--- src/design/lctg_pkg.sv ---
// Constants, types and field layout of the limiter, clip and thermal gain register slice
// Notes on behaviour
// (RULE1) Right threshold code in bits 7:3, reset 0xA, 16 V down to 2 V.
// (RULE2) Right slope in bits 1:0, reset 1, ratios 1:1 to 4:1.
// (RULE3) Right threshold register reads 0x51 after reset; bit 2 reads zero.
// (RULE4) Right battery knee point is a full 8-bit read/write value, reset 0x22.
// (RULE5) Left clip code N limits output to (N+1)/256, reset 0xFF.
// (RULE6) Right clip uses the same coding and resets to full scale.
// (RULE7) Right thermal gain cut in bits 5:4: 0, 1.5, 3, 5.625 dB.
// (RULE8) Left thermal gain cut in bits 1:0, same steps, default none.
// (RULE9) Thermal gain register resets 0x00; bits 7:6 and 3:2 read zero.
// (RULE10) Fault recovery register at 0x17 reads 0x30 after reset.
// (RULE11) With channel join set, right limiter follows the left limiter settings.
// (RULE12) With tracking on, threshold drops below knee point following the slope.
// (RULE13) Thermal gain cut ends when warning clears, reapplied at next warning.
package lctg_pkg;

  // ****************************************
  // Register offsets
  // ****************************************
  localparam logic [7:0] LCTG_OFS_RTHR   = 8'h12;
  localparam logic [7:0] LCTG_OFS_RKNEE  = 8'h13;
  localparam logic [7:0] LCTG_OFS_LCLIP  = 8'h14;
  localparam logic [7:0] LCTG_OFS_RCLIP  = 8'h15;
  localparam logic [7:0] LCTG_OFS_TGAIN  = 8'h16;
  localparam logic [7:0] LCTG_OFS_FREC   = 8'h17;

  // ****************************************
  // Reset values and writable masks
  // ****************************************
  localparam logic [7:0] LCTG_RST_RTHR   = 8'h51;
  localparam logic [7:0] LCTG_RST_RKNEE  = 8'h22;
  localparam logic [7:0] LCTG_RST_CLIP   = 8'hff;
  localparam logic [7:0] LCTG_RST_TGAIN  = 8'h00;
  localparam logic [7:0] LCTG_RST_FREC   = 8'h30;
  localparam logic [7:0] LCTG_MSK_RTHR   = 8'hfb;
  localparam logic [7:0] LCTG_MSK_FULL   = 8'hff;
  localparam logic [7:0] LCTG_MSK_TGAIN  = 8'h33;
  localparam logic [7:0] LCTG_MSK_FREC   = 8'h30;
  localparam logic [7:0] LCTG_RD_ZERO    = 8'h00;

  // ****************************************
  // Field positions
  // ****************************************
  localparam int LCTG_THR_LSB    = 3;
  localparam int LCTG_THR_MSB    = 7;
  localparam int LCTG_SLOPE_LSB  = 0;
  localparam int LCTG_SLOPE_MSB  = 1;
  localparam int LCTG_TGR_LSB    = 4;
  localparam int LCTG_TGR_MSB    = 5;
  localparam int LCTG_TGL_LSB    = 0;
  localparam int LCTG_TGL_MSB    = 1;
  localparam int LCTG_MRCV_BIT   = 7;

  // ****************************************
  // Threshold decode, units of 0.25 V
  // ****************************************
  localparam logic [4:0] LCTG_THR_KNEE1  = 5'h0d;
  localparam logic [4:0] LCTG_THR_KNEE2  = 5'h13;
  localparam logic [6:0] LCTG_THR_TOP    = 7'h40;
  localparam logic [6:0] LCTG_THR_AT_K1  = 7'h26;
  localparam logic [6:0] LCTG_THR_AT_K2  = 7'h20;

  // ****************************************
  // Thermal gain cut, units of 0.125 dB
  // ****************************************
  localparam logic [5:0] LCTG_CUT_0      = 6'h00;
  localparam logic [5:0] LCTG_CUT_1      = 6'h0c;
  localparam logic [5:0] LCTG_CUT_2      = 6'h18;
  localparam logic [5:0] LCTG_CUT_3      = 6'h2d;

  // Limiter settings of one channel
  typedef struct packed {
    logic [4:0] thr_code;
    logic [1:0] slope;
    logic [7:0] knee;
    logic       track_en;
  } lctg_lim_s;

  // Protection outputs of one channel
  typedef struct packed {
    logic [8:0] clip_level;
    logic [5:0] gain_cut;
  } lctg_prot_s;

  typedef enum logic [1:0] {
    LCTG_TW_IDLE = 2'b01,
    LCTG_TW_CUT  = 2'b10
  } lctg_tw_e;

endpackage : lctg_pkg

--- src/design/lctg_reg8.sv ---
// One 8-bit configuration register with writable mask and reset value
`timescale 1ns/1ps
module lctg_reg8 #(
  parameter logic [7:0] RST_VAL = 8'h00,
  parameter logic [7:0] WR_MASK = 8'hff
) (
  input  wire logic       mclk,
  input  wire logic       rst_n,
  input  wire logic       wr_en,
  input  wire logic [7:0] wdata,
  output logic      [7:0] q
);
  logic [7:0] val_r;
  logic [7:0] val_nxt;

  // Unwritable bits keep their reset value
  always_comb begin
    val_nxt = val_r;
    if (wr_en) begin
      val_nxt = (wdata & WR_MASK) | (RST_VAL & ~WR_MASK);
    end
  end

  always_ff @(posedge mclk or negedge rst_n) begin
    if (!rst_n) begin
      val_r <= RST_VAL;
    end else begin
      val_r <= val_nxt;
    end
  end

  assign q = val_r;
endmodule : lctg_reg8

--- src/design/lctg_thr_track.sv ---
// Limiter threshold decode and battery tracking for one channel
`timescale 1ns/1ps
module lctg_thr_track (
  input  wire logic                mclk,
  input  wire logic                rst_n,
  input  wire lctg_pkg::lctg_lim_s lim,
  input  wire logic [7:0]          vbat,
  output logic      [6:0]          thr_q
);
  import lctg_pkg::*;

  logic [6:0]  base;
  logic [9:0]  drop;
  logic [8:0]  deficit;
  logic [6:0]  thr_r;
  logic [6:0]  thr_nxt;

  // (RULE1) Piecewise decode
  always_comb begin
    if (lim.thr_code <= LCTG_THR_KNEE1) begin
      base = LCTG_THR_TOP - {1'b0, lim.thr_code, 1'b0};
    end else if (lim.thr_code <= LCTG_THR_KNEE2) begin
      base = LCTG_THR_AT_K1 - {2'b00, lim.thr_code - LCTG_THR_KNEE1};
    end else begin
      base = LCTG_THR_AT_K2 - {1'b0, lim.thr_code - LCTG_THR_KNEE2, 1'b0};
    end
  end

  // (RULE12) Ramp down below knee point
  always_comb begin
    deficit = {1'b0, lim.knee} - {1'b0, vbat};
    drop    = {2'b00, deficit[7:0]} * {7'h00, {1'b0, lim.slope} + 3'h1};
    thr_nxt = base;
    if (lim.track_en && (vbat < lim.knee)) begin
      thr_nxt = (drop >= {3'b000, base}) ? 7'h00 : 7'(({3'b000, base} - drop));
    end
  end

  always_ff @(posedge mclk or negedge rst_n) begin
    if (!rst_n) begin
      thr_r <= LCTG_THR_TOP;
    end else begin
      thr_r <= thr_nxt;
    end
  end

  assign thr_q = thr_r;
endmodule : lctg_thr_track

--- src/design/lctg_regs.sv ---
// Limiter, clip level and thermal gain register slice of the output protection path
`timescale 1ns/1ps
module lctg_regs (
  input  wire logic                 mclk,
  input  wire logic                 rst_n,
  input  wire logic                 reg_wr,
  input  wire logic                 reg_rd,
  input  wire logic [7:0]           reg_addr,
  input  wire logic [7:0]           reg_wdata,
  output logic      [7:0]           reg_rdata,
  output logic                      reg_hit,
  input  wire lctg_pkg::lctg_lim_s  left_lim,
  input  wire logic                 limiter_channel_join,
  input  wire logic                 right_track_en,
  input  wire logic [7:0]           vbat,
  input  wire logic                 thermal_warning,
  output logic      [6:0]           right_limit_q,
  output logic                      right_knee_below,
  output lctg_pkg::lctg_prot_s      left_prot,
  output lctg_pkg::lctg_prot_s      right_prot,
  output logic      [1:0]           max_recovery,
  output logic                      manual_recover
);
  import lctg_pkg::*;

  // ****************************************
  // Address decode
  // ****************************************
  logic       wr_rthr;
  logic       wr_rknee;
  logic       wr_lclip;
  logic       wr_rclip;
  logic       wr_tgain;
  logic       wr_frec;
  logic       addr_ok;

  always_comb begin
    wr_rthr  = reg_wr && (reg_addr == LCTG_OFS_RTHR);
    wr_rknee = reg_wr && (reg_addr == LCTG_OFS_RKNEE);
    wr_lclip = reg_wr && (reg_addr == LCTG_OFS_LCLIP);
    wr_rclip = reg_wr && (reg_addr == LCTG_OFS_RCLIP);
    wr_tgain = reg_wr && (reg_addr == LCTG_OFS_TGAIN);
    wr_frec  = reg_wr && (reg_addr == LCTG_OFS_FREC);
    addr_ok  = (reg_addr >= LCTG_OFS_RTHR) && (reg_addr <= LCTG_OFS_FREC);
  end

  // ****************************************
  // Storage
  // ****************************************
  logic [7:0] rthr_q;
  logic [7:0] rknee_q;
  logic [7:0] lclip_q;
  logic [7:0] rclip_q;
  logic [7:0] tgain_q;
  logic [7:0] frec_q;

  // (RULE1) Threshold and slope storage
  lctg_reg8 #(
    .RST_VAL (LCTG_RST_RTHR),
    .WR_MASK (LCTG_MSK_RTHR)
  ) u_rthr (
    .mclk  (mclk),
    .rst_n (rst_n),
    .wr_en (wr_rthr),
    .wdata (reg_wdata),
    .q     (rthr_q)
  );

  // (RULE4) Knee point storage
  lctg_reg8 #(
    .RST_VAL (LCTG_RST_RKNEE),
    .WR_MASK (LCTG_MSK_FULL)
  ) u_rknee (
    .mclk  (mclk),
    .rst_n (rst_n),
    .wr_en (wr_rknee),
    .wdata (reg_wdata),
    .q     (rknee_q)
  );

  // (RULE5) Left clip storage
  lctg_reg8 #(
    .RST_VAL (LCTG_RST_CLIP),
    .WR_MASK (LCTG_MSK_FULL)
  ) u_lclip (
    .mclk  (mclk),
    .rst_n (rst_n),
    .wr_en (wr_lclip),
    .wdata (reg_wdata),
    .q     (lclip_q)
  );

  // (RULE6) Right clip storage
  lctg_reg8 #(
    .RST_VAL (LCTG_RST_CLIP),
    .WR_MASK (LCTG_MSK_FULL)
  ) u_rclip (
    .mclk  (mclk),
    .rst_n (rst_n),
    .wr_en (wr_rclip),
    .wdata (reg_wdata),
    .q     (rclip_q)
  );

  // (RULE9) Reserved bits masked
  lctg_reg8 #(
    .RST_VAL (LCTG_RST_TGAIN),
    .WR_MASK (LCTG_MSK_TGAIN)
  ) u_tgain (
    .mclk  (mclk),
    .rst_n (rst_n),
    .wr_en (wr_tgain),
    .wdata (reg_wdata),
    .q     (tgain_q)
  );

  // (RULE10) Recovery count storage
  lctg_reg8 #(
    .RST_VAL (LCTG_RST_FREC),
    .WR_MASK (LCTG_MSK_FREC)
  ) u_frec (
    .mclk  (mclk),
    .rst_n (rst_n),
    .wr_en (wr_frec),
    .wdata (reg_wdata),
    .q     (frec_q)
  );

  // ****************************************
  // Register readback
  // ****************************************
  logic [7:0] rdata_r;
  logic [7:0] rdata_nxt;
  logic       mrcv_r;
  logic       mrcv_nxt;

  // (RULE3) Reserved bit reads zero
  always_comb begin
    rdata_nxt = rdata_r;
    if (reg_rd) begin
      unique case (reg_addr)
        LCTG_OFS_RTHR:  rdata_nxt = rthr_q & LCTG_MSK_RTHR;
        LCTG_OFS_RKNEE: rdata_nxt = rknee_q;
        LCTG_OFS_LCLIP: rdata_nxt = lclip_q;
        LCTG_OFS_RCLIP: rdata_nxt = rclip_q;
        LCTG_OFS_TGAIN: rdata_nxt = tgain_q & LCTG_MSK_TGAIN;
        LCTG_OFS_FREC:  rdata_nxt = frec_q & LCTG_MSK_FREC;
        default:        rdata_nxt = LCTG_RD_ZERO;
      endcase
    end
    // Manual recovery is write-one, one pulse, never stored
    mrcv_nxt = wr_frec && reg_wdata[LCTG_MRCV_BIT];
  end

  always_ff @(posedge mclk or negedge rst_n) begin
    if (!rst_n) begin
      rdata_r <= LCTG_RD_ZERO;
      mrcv_r  <= 1'b0;
    end else begin
      rdata_r <= rdata_nxt;
      mrcv_r  <= mrcv_nxt;
    end
  end

  assign reg_rdata      = rdata_r;
  assign reg_hit        = addr_ok;
  assign manual_recover = mrcv_r;
  assign max_recovery   = frec_q[5:4];

  // ****************************************
  // Right limiter settings
  // ****************************************
  lctg_lim_s right_own;
  lctg_lim_s right_eff;

  always_comb begin
    right_own.thr_code = rthr_q[LCTG_THR_MSB:LCTG_THR_LSB];
    // (RULE2) Slope field
    right_own.slope    = rthr_q[LCTG_SLOPE_MSB:LCTG_SLOPE_LSB];
    right_own.knee     = rknee_q;
    right_own.track_en = right_track_en;
    // (RULE11) Joined channels use left settings
    right_eff = limiter_channel_join ? left_lim : right_own;
  end

  // (RULE12) Threshold tracking
  lctg_thr_track u_rtrack (
    .mclk  (mclk),
    .rst_n (rst_n),
    .lim   (right_eff),
    .vbat  (vbat),
    .thr_q (right_limit_q)
  );

  logic below_r;
  logic below_nxt;

  always_comb begin
    below_nxt = vbat < right_eff.knee;
  end

  always_ff @(posedge mclk or negedge rst_n) begin
    if (!rst_n) begin
      below_r <= 1'b0;
    end else begin
      below_r <= below_nxt;
    end
  end

  assign right_knee_below = below_r;

  // ****************************************
  // Thermal warning synchroniser
  // ****************************************
  logic tw_s1_r;
  logic tw_s2_r;

  always_ff @(posedge mclk or negedge rst_n) begin
    if (!rst_n) begin
      tw_s1_r <= 1'b0;
      tw_s2_r <= 1'b0;
    end else begin
      tw_s1_r <= thermal_warning;
      tw_s2_r <= tw_s1_r;
    end
  end

  // ****************************************
  // Thermal gain cut sequencing
  // ****************************************
  lctg_tw_e   tw_r;
  lctg_tw_e   tw_nxt;
  lctg_prot_s lprot_r;
  lctg_prot_s lprot_nxt;
  lctg_prot_s rprot_r;
  lctg_prot_s rprot_nxt;

  function automatic logic [5:0] lctg_cut(input logic [1:0] code);
    logic [5:0] cut;
    unique case (code)
      2'h0: cut = LCTG_CUT_0;
      2'h1: cut = LCTG_CUT_1;
      2'h2: cut = LCTG_CUT_2;
      2'h3: cut = LCTG_CUT_3;
    endcase
    return cut;
  endfunction : lctg_cut

  // (RULE13) Cut only while warning holds
  always_comb begin
    tw_nxt = tw_r;
    unique case (tw_r)
      LCTG_TW_IDLE: if (tw_s2_r) begin
        tw_nxt = LCTG_TW_CUT;
      end
      LCTG_TW_CUT: if (!tw_s2_r) begin
        tw_nxt = LCTG_TW_IDLE;
      end
      default: tw_nxt = LCTG_TW_IDLE;
    endcase
  end

  always_comb begin
    // (RULE5) Left clip fraction N+1
    lprot_nxt.clip_level = {1'b0, lclip_q} + 9'h001;
    // (RULE6) Right clip fraction N+1
    rprot_nxt.clip_level = {1'b0, rclip_q} + 9'h001;
    // (RULE8) Left cut steps
    lprot_nxt.gain_cut   = (tw_nxt == LCTG_TW_CUT) ?
                           lctg_cut(tgain_q[LCTG_TGL_MSB:LCTG_TGL_LSB]) : LCTG_CUT_0;
    // (RULE7) Right cut steps
    rprot_nxt.gain_cut   = (tw_nxt == LCTG_TW_CUT) ?
                           lctg_cut(tgain_q[LCTG_TGR_MSB:LCTG_TGR_LSB]) : LCTG_CUT_0;
  end

  always_ff @(posedge mclk or negedge rst_n) begin
    if (!rst_n) begin
      tw_r    <= LCTG_TW_IDLE;
      lprot_r <= '{clip_level: 9'h100, gain_cut: LCTG_CUT_0};
      rprot_r <= '{clip_level: 9'h100, gain_cut: LCTG_CUT_0};
    end else begin
      tw_r    <= tw_nxt;
      lprot_r <= lprot_nxt;
      rprot_r <= rprot_nxt;
    end
  end

  assign left_prot  = lprot_r;
  assign right_prot = rprot_r;
endmodule : lctg_regs

--- config.mk ---
export PLATFORM = sky130hd
export DESIGN_NAME = lctg_regs
export DESIGN_NICKNAME = d
export VERILOG_FILES = /design/src/design/lctg_pkg.sv /design/src/design/lctg_reg8.sv /design/src/design/lctg_thr_track.sv /design/src/design/lctg_regs.sv
export SDC_FILE = /design/constraint.sdc
export NUM_CORES = 1
export LEC_CHECK = 0
export BUFFER_PORTS_ARGS = -buffer_cell sky130_fd_sc_hd__buf_2
export CORE_AREA = 2 2 116 118
export DETAILED_ROUTE_END_ITERATION = 8
export DIE_AREA = 0 0 118 120
export PLACE_DENSITY = 0.74
export SLEW_MARGIN = 10
export SYNTH_ARGS = -nofsm -noshare
export SYNTH_HDL_FRONTEND = slang
export SYNTH_SLANG_ARGS = --single-unit
--- constraint.sdc ---
create_clock -name mclk -period 9.6 [get_ports mclk]
set_clock_uncertainty 0.05 [all_clocks]
set_input_delay 1.92 -clock mclk [delete_from_list [all_inputs] [get_ports mclk]]
set_output_delay 1.92 -clock mclk [all_outputs]
set_load 0.1 [all_outputs]
### Word level (Yosys, flattened, before mapping)

Cells that the tools add are included.

* register bits after elaboration: 88
* bits of input ports: 47

* $add $sub $neg: 10
* $mul: 1
* order comparisons: 6
* eq/ne operators: 15
* multiplexer cells: 13
* reduce and logical (&&, ||, !) cells: 11

Operators with widths (count)
* $eq A8 B5 Y1 const B: 6
* $pmux W6 S4: 2
* $pmux W8 S6: 1
* $mux W7: 4
* $add A8 B1 Y9 const B: 2
* $mux W16: 1
* $eq A2 B2 Y1 const B: 6
* $mux W6: 2
* $ge A10 B7 Y1: 1
* $mul A8 B3 Y10: 1
* $logic_and A1 B1 Y1: 9
* $ge A8 B5 Y1 const B: 1
* $le A8 B5 Y1 const B: 1
* $lt A8 B8 Y1: 1
* $sub A8 B8 Y8: 1
* $sub A6 B5 Y7 const A: 1
* $sub A6 B6 Y7 const A: 1
* $sub A7 B6 Y7 const A: 1
* $sub A7 B7 Y7: 1
* $eq A2 B1 Y1 const B: 3
* $le A5 B4 Y1 const B: 1
* $le A5 B5 Y1 const B: 1
* $sub A5 B4 Y5 const B: 1
* $sub A5 B5 Y5 const B: 1
* 4 further kinds: 6

### Depth between registers and ports, before layout

* depth in word-level cells: 8
* depth in mapped cells: 24

### Cells and area by module

Synthesis repeated with hierarchy kept, for this count alone.

* cells, all modules: 581
* area total of the unflattened synthesis: 6080.8 um^2

Modules (own cells, without submodules)
* lctg_regs: times used 1, cells each 221, area an instance 2349.8 um^2
* lctg_thr_track: times used 1, cells each 268, area an instance 2104.5 um^2
* lctg_reg8 (u_lclip ...): times used 2, cells each 17, area an instance 341.6 um^2
* lctg_reg8 (u_rknee): times used 1, cells each 17, area an instance 334.1 um^2
* lctg_reg8 (u_rthr): times used 1, cells each 17, area an instance 306.5 um^2
* lctg_reg8 (u_tgain): times used 1, cells each 13, area an instance 178.9 um^2
* lctg_reg8 (u_frec): times used 1, cells each 11, area an instance 123.9 um^2

### Least setup slack after synthesis

Ideal clock, no wire load.

* path kind: input to register
* start point: input port limiter_channel_join
* end point: register u_rtrack.thr_r[6], in the netlist u_rtrack.thr_q[6]
* data arrival time: 6443 ps
* data required time: 9472 ps
* setup slack: 3029 ps
* cell stages on the path: 22
* buffers on the path: 3
* cell sequence: buf_6 clkbuf_1 mux2_2 ha_1 nor2b_1 o21ai_1 a21boi_1 o21a_1 nor2_1 xnor2_1 nand2_1 fa_1 inv_1 ha_1 and3_1 a2111oi_4 a21oi_1 xnor2_1 xnor2_1 or3_1 buf_2 o22ai_1

* longest elaborated chain between the ends: 8
* elaborated cells on any way between the ends: 19
* those cells by class: add/sub (8); mul (1); order compare (4); mux (5); reduce/logical (1)

RTL lines
* start: declaration: RTL line lctg_regs.sv:13 `input wire logic limiter_channel_join,`
* $mux W16 *: RTL line lctg_regs.sv:183 `right_eff = limiter_channel_join ? left_lim : right_own;`
* parallel branches: the longest is 6 deep, another holds $mul A8 B3 Y10
* $mux W7 *: RTL line lctg_thr_track.sv:34 `if (lim.track_en && (vbat < lim.knee)) begin`
* net u_rtrack.thr_nxt[6]: RTL line lctg_thr_track.sv:16 `logic [6:0] thr_nxt;`
* end signal: assignment: RTL line lctg_thr_track.sv:43 `thr_r <= thr_nxt;`
* end: declaration: RTL line lctg_thr_track.sv:15 `logic [6:0] thr_r;`

Mark *: on every way through the listed nets, which the timed path passes.
A chain may end at the register's enable or synchronous reset.

### Final worst setup path

* start point: input port limiter_channel_join
* end point: register u_rtrack.thr_r[0], in the netlist u_rtrack.thr_q[0]

Same word-level chain as after synthesis.

==> results.yml <==
status:
  status: "complete, no violations"
clock_tree:
  clockBufferDepth: 2
  numCtsBuffers: 9
  cts_root_buf: "clkbuf_16"
  post_cts_resized: 0
  clock_latency_ns: 0.34
  cts_hold_buffers: 0
  cts_tree: "yes"
  cts_max_level: 3
  path_clk_slew_ns: 0.07
  postCtsSetupRepairBufs: 0
  clock_sinks: 84
final_layout:
  final_nets: 744
  final_common_cell: "buf_2"
  num_antenna_cells: 0
  fin_cells: 827
  most-common-layout-cells: "buf_2 (93), dfrtp_1 (57), mux2_2 (50), nand2_1 (47), inv_1 (45)"
  syn2layout_area_growth_pct: 16.0
  fin_util: 0.505
  drive_gt1_frac: 0.316
  nFillCells: 1177
timing:
  setup-violations-final: 0
  slew_viol_final: 0
  worstMarginPinSlew_ns: 1.02
  fin_crit_sh: 0.682
  hold_violations: 0
  rsz0062_at_grt: "no"
  max_freq_mhz: 153
  layout_setup_ws_ns: 3.05
  slew_headroom: 0.322
  min_period_ns: 6.55
  fin_setup_tns_ns: 0
  hold_ws_ns: 0.301
critical_path:
  crit_fanout: 22
  required_ns: 9.81
  r2r_start: "u_rknee.q[0]"
  endpoint_kind: "flop"
  arrival_ns: 6.76
  startpoint_type: "input port"
  reg2reg_to: "u_rtrack.thr_q[0]"
  crit_type: "input port to flop"
  reg2reg_slack_ns: 4.77
  ff2ff_path_depth: 20
die:
  die_h_um: 120
  dieArea_um2: 14200
  ios: 97
  num_rows: 42
  start_util: 0.435
  fp.dieW_um: 118
  coreArea_um2: 13000
global_route:
  antenna_found_initial: 0
  grt_pass1_wl_mm: 22.1
  grtUsageTotal: 0.196
  grt_overflow: 0
  grt_pass1_vias: 4515
  grt_max_degree: 85
yosys:
  synth_seq_cells: 84
  syn_avg_cell_area_um2: 10.1
  ys_types: 62
  netlist_area_um2: 5650
  synth_warnings: 0
  synthFlopType: "dfrtp_1"
  synth_edf_count: 0
  syn_inst: 559
  ys_async_sr_fraction: 1.00
  yosysSeqAreaShare: 0.378
worst_hold_path:
  hold_start: "tw_s1_r"
  hold_end: "tw_s2_r"
  hold_class: "flop to flop"
  hold_depth: 0
pwr:
  swShare: 0.392
  p_clk_frac: 0.293
  leakagePower_nw: 3.21
  p_switching_w: 0.000459
  peakVddDrop_mv: 0.104
  p_comb_frac: 0.364
  p_per_area_nw_per_um2: 179
  seq_power_share: 0.343
  internal-power_w: 0.000713
routing:
  final_antenna_net_count: 0
  drtPass1Iterations: 4
  wl_per_cell_um: 15.8
  first_iter_violations: 380
  drc: 0
  wl_mm: 13.1
  vias: 4406
  routed_via_density: 5.33
placement:
  portBuffers: 94
  place_hpwl_mm: 10.1
  dp_cells: 811
  gp_congestion: 0.906
  pre_cts_ws_ns: 2.77
job:
  cap_violations: 0
==> critical path: stages <==
cell and delay, ns:
buf_2 0.45, mux2_2 0.41, ha_1 0.36, nor2b_1 0.16, o21ai_1 0.09, a21boi_1 0.25
o21a_1 0.14, nor2_1 0.04, xnor2_1 0.22, nand2_1 0.11, fa_1 0.51, inv_1 0.04
ha_1 0.33, and3_1 0.23, a2111oi_4 0.38, a21oi_1 0.13, xnor2_1 0.15, xnor2_1 0.12
or3_1 0.51, o22ai_1 0.18
==> cell families after synthesis <==
| logic type | synth area share |
|---|---|
| AO/OA/AOI/OAI | 0.130 |
| multiplexers | 0.124 |
| XOR/XNOR | 0.0465 |
| buffers and inverters | 0.0516 |
| other | 0.000664 |
| adder cells (fa/ha/maj) | 0.125 |
| flip-flops | 0.378 |
| AND/OR/NAND/NOR | 0.145 |
==> cell usage after synthesis, types with 9 or more instances <==
cell type  count  area [µm²]
inv_1         45         169
ha_1          42         526
nand2b_1       9        56.3
nand3_1       10        50.1
nor3_1        11        55.1
mux2_2        50         563
clkbuf_1      13        48.8
dfrtp_1       57        1430
o21ai_0       11        55.1
xor2_1         9        78.8
nor2b_1        9        56.3
o22ai_1        9        56.3
nand2_1       47         176
a21oi_1       28         140
fa_1           9         180
xnor2_1       21         184
dfstp_2       27         709
nor2_1        30         113
mux2i_1       10         100
==> power groups by stage <==
stage                     logic (W)  clock network (W)  registers [W]
after global routing       0.000472           0.000369       0.000406
after CTS                  0.000427           0.000351       0.000402
final                      0.000427           0.000344       0.000402
after global placement     0.000410                  0       0.000407
after detailed placement   0.000425                  0       0.000408
after floorplan            0.000240                  0       0.000503
==> flip-flops by register name (all words and copies together) (netlist names) <==
name              cells
right_prot           13
u_rtrack.thr_q        7
u_rthr.q              7
tw_s2_r               1
u_rclip.q             8
tw_r                  2
u_tgain.q             4
left_prot            13
u_rknee.q             8
u_lclip.q             8
right_knee_below      1
u_frec.q              2
tw_s1_r               1
reg_rdata             8
manual_recover        1
==> how the worst max path moves through the flow <==
| stage | from | slack, ns | to | cells past startpoint |
|---|---|---|---|---|
| finish | limiter_channel_join | 3.05 | u_rtrack.thr_q[0] | 20 |
| CTS | limiter_channel_join | 3.10 | u_rtrack.thr_q[0] | 20 |
| detailed placement | limiter_channel_join | 2.77 | u_rtrack.thr_q[0] | 20 |
| global placement | limiter_channel_join | 2.89 | u_rtrack.thr_q[6] | 20 |
| floorplan | limiter_channel_join | 3.03 | u_rtrack.thr_q[6] | 22 |
| global route | limiter_channel_join | 2.71 | u_rtrack.thr_q[2] | 20 |
==> metrics by stage <==
| step | total power, W | instance area, µm² |
|---|---|---|
| after global placement | 0.000817 | 6250 |
| after floorplan | 0.000743 | 5650 |
| after CTS | 0.00118 | 6560 |
| final | 0.00117 | 6560 |
| after global routing | 0.00125 | 6560 |
| after detailed placement | 0.000833 | 6250 |
==> layout make-up <==
type | count | area (µm²) | area share
multi-input cells | 407 | 3230 | 0.492
flip-flops and latches | 84 | 2140 | 0.326
repair buffers | 96 | 488 | 0.0744
clock buffers | 9 | 225 | 0.0344
well taps | 176 | 220 | 0.0336
inverters | 48 | 180 | 0.0275
clock inverters | 7 | 78.8 | 0.0120
==> per-layer routing <==
metal / part of all wire / GRT usage / up-vias
met4: 0.017 / 0.0738 / 0
met1: 0.44 / 0.256 / 2140
met5: 0 / 0 / -
met2: 0.49 / 0.328 / 127
met3: 0.050 / 0.0337 / 19
li1: - / - / 2120
(Power assumes the default switching activity.)
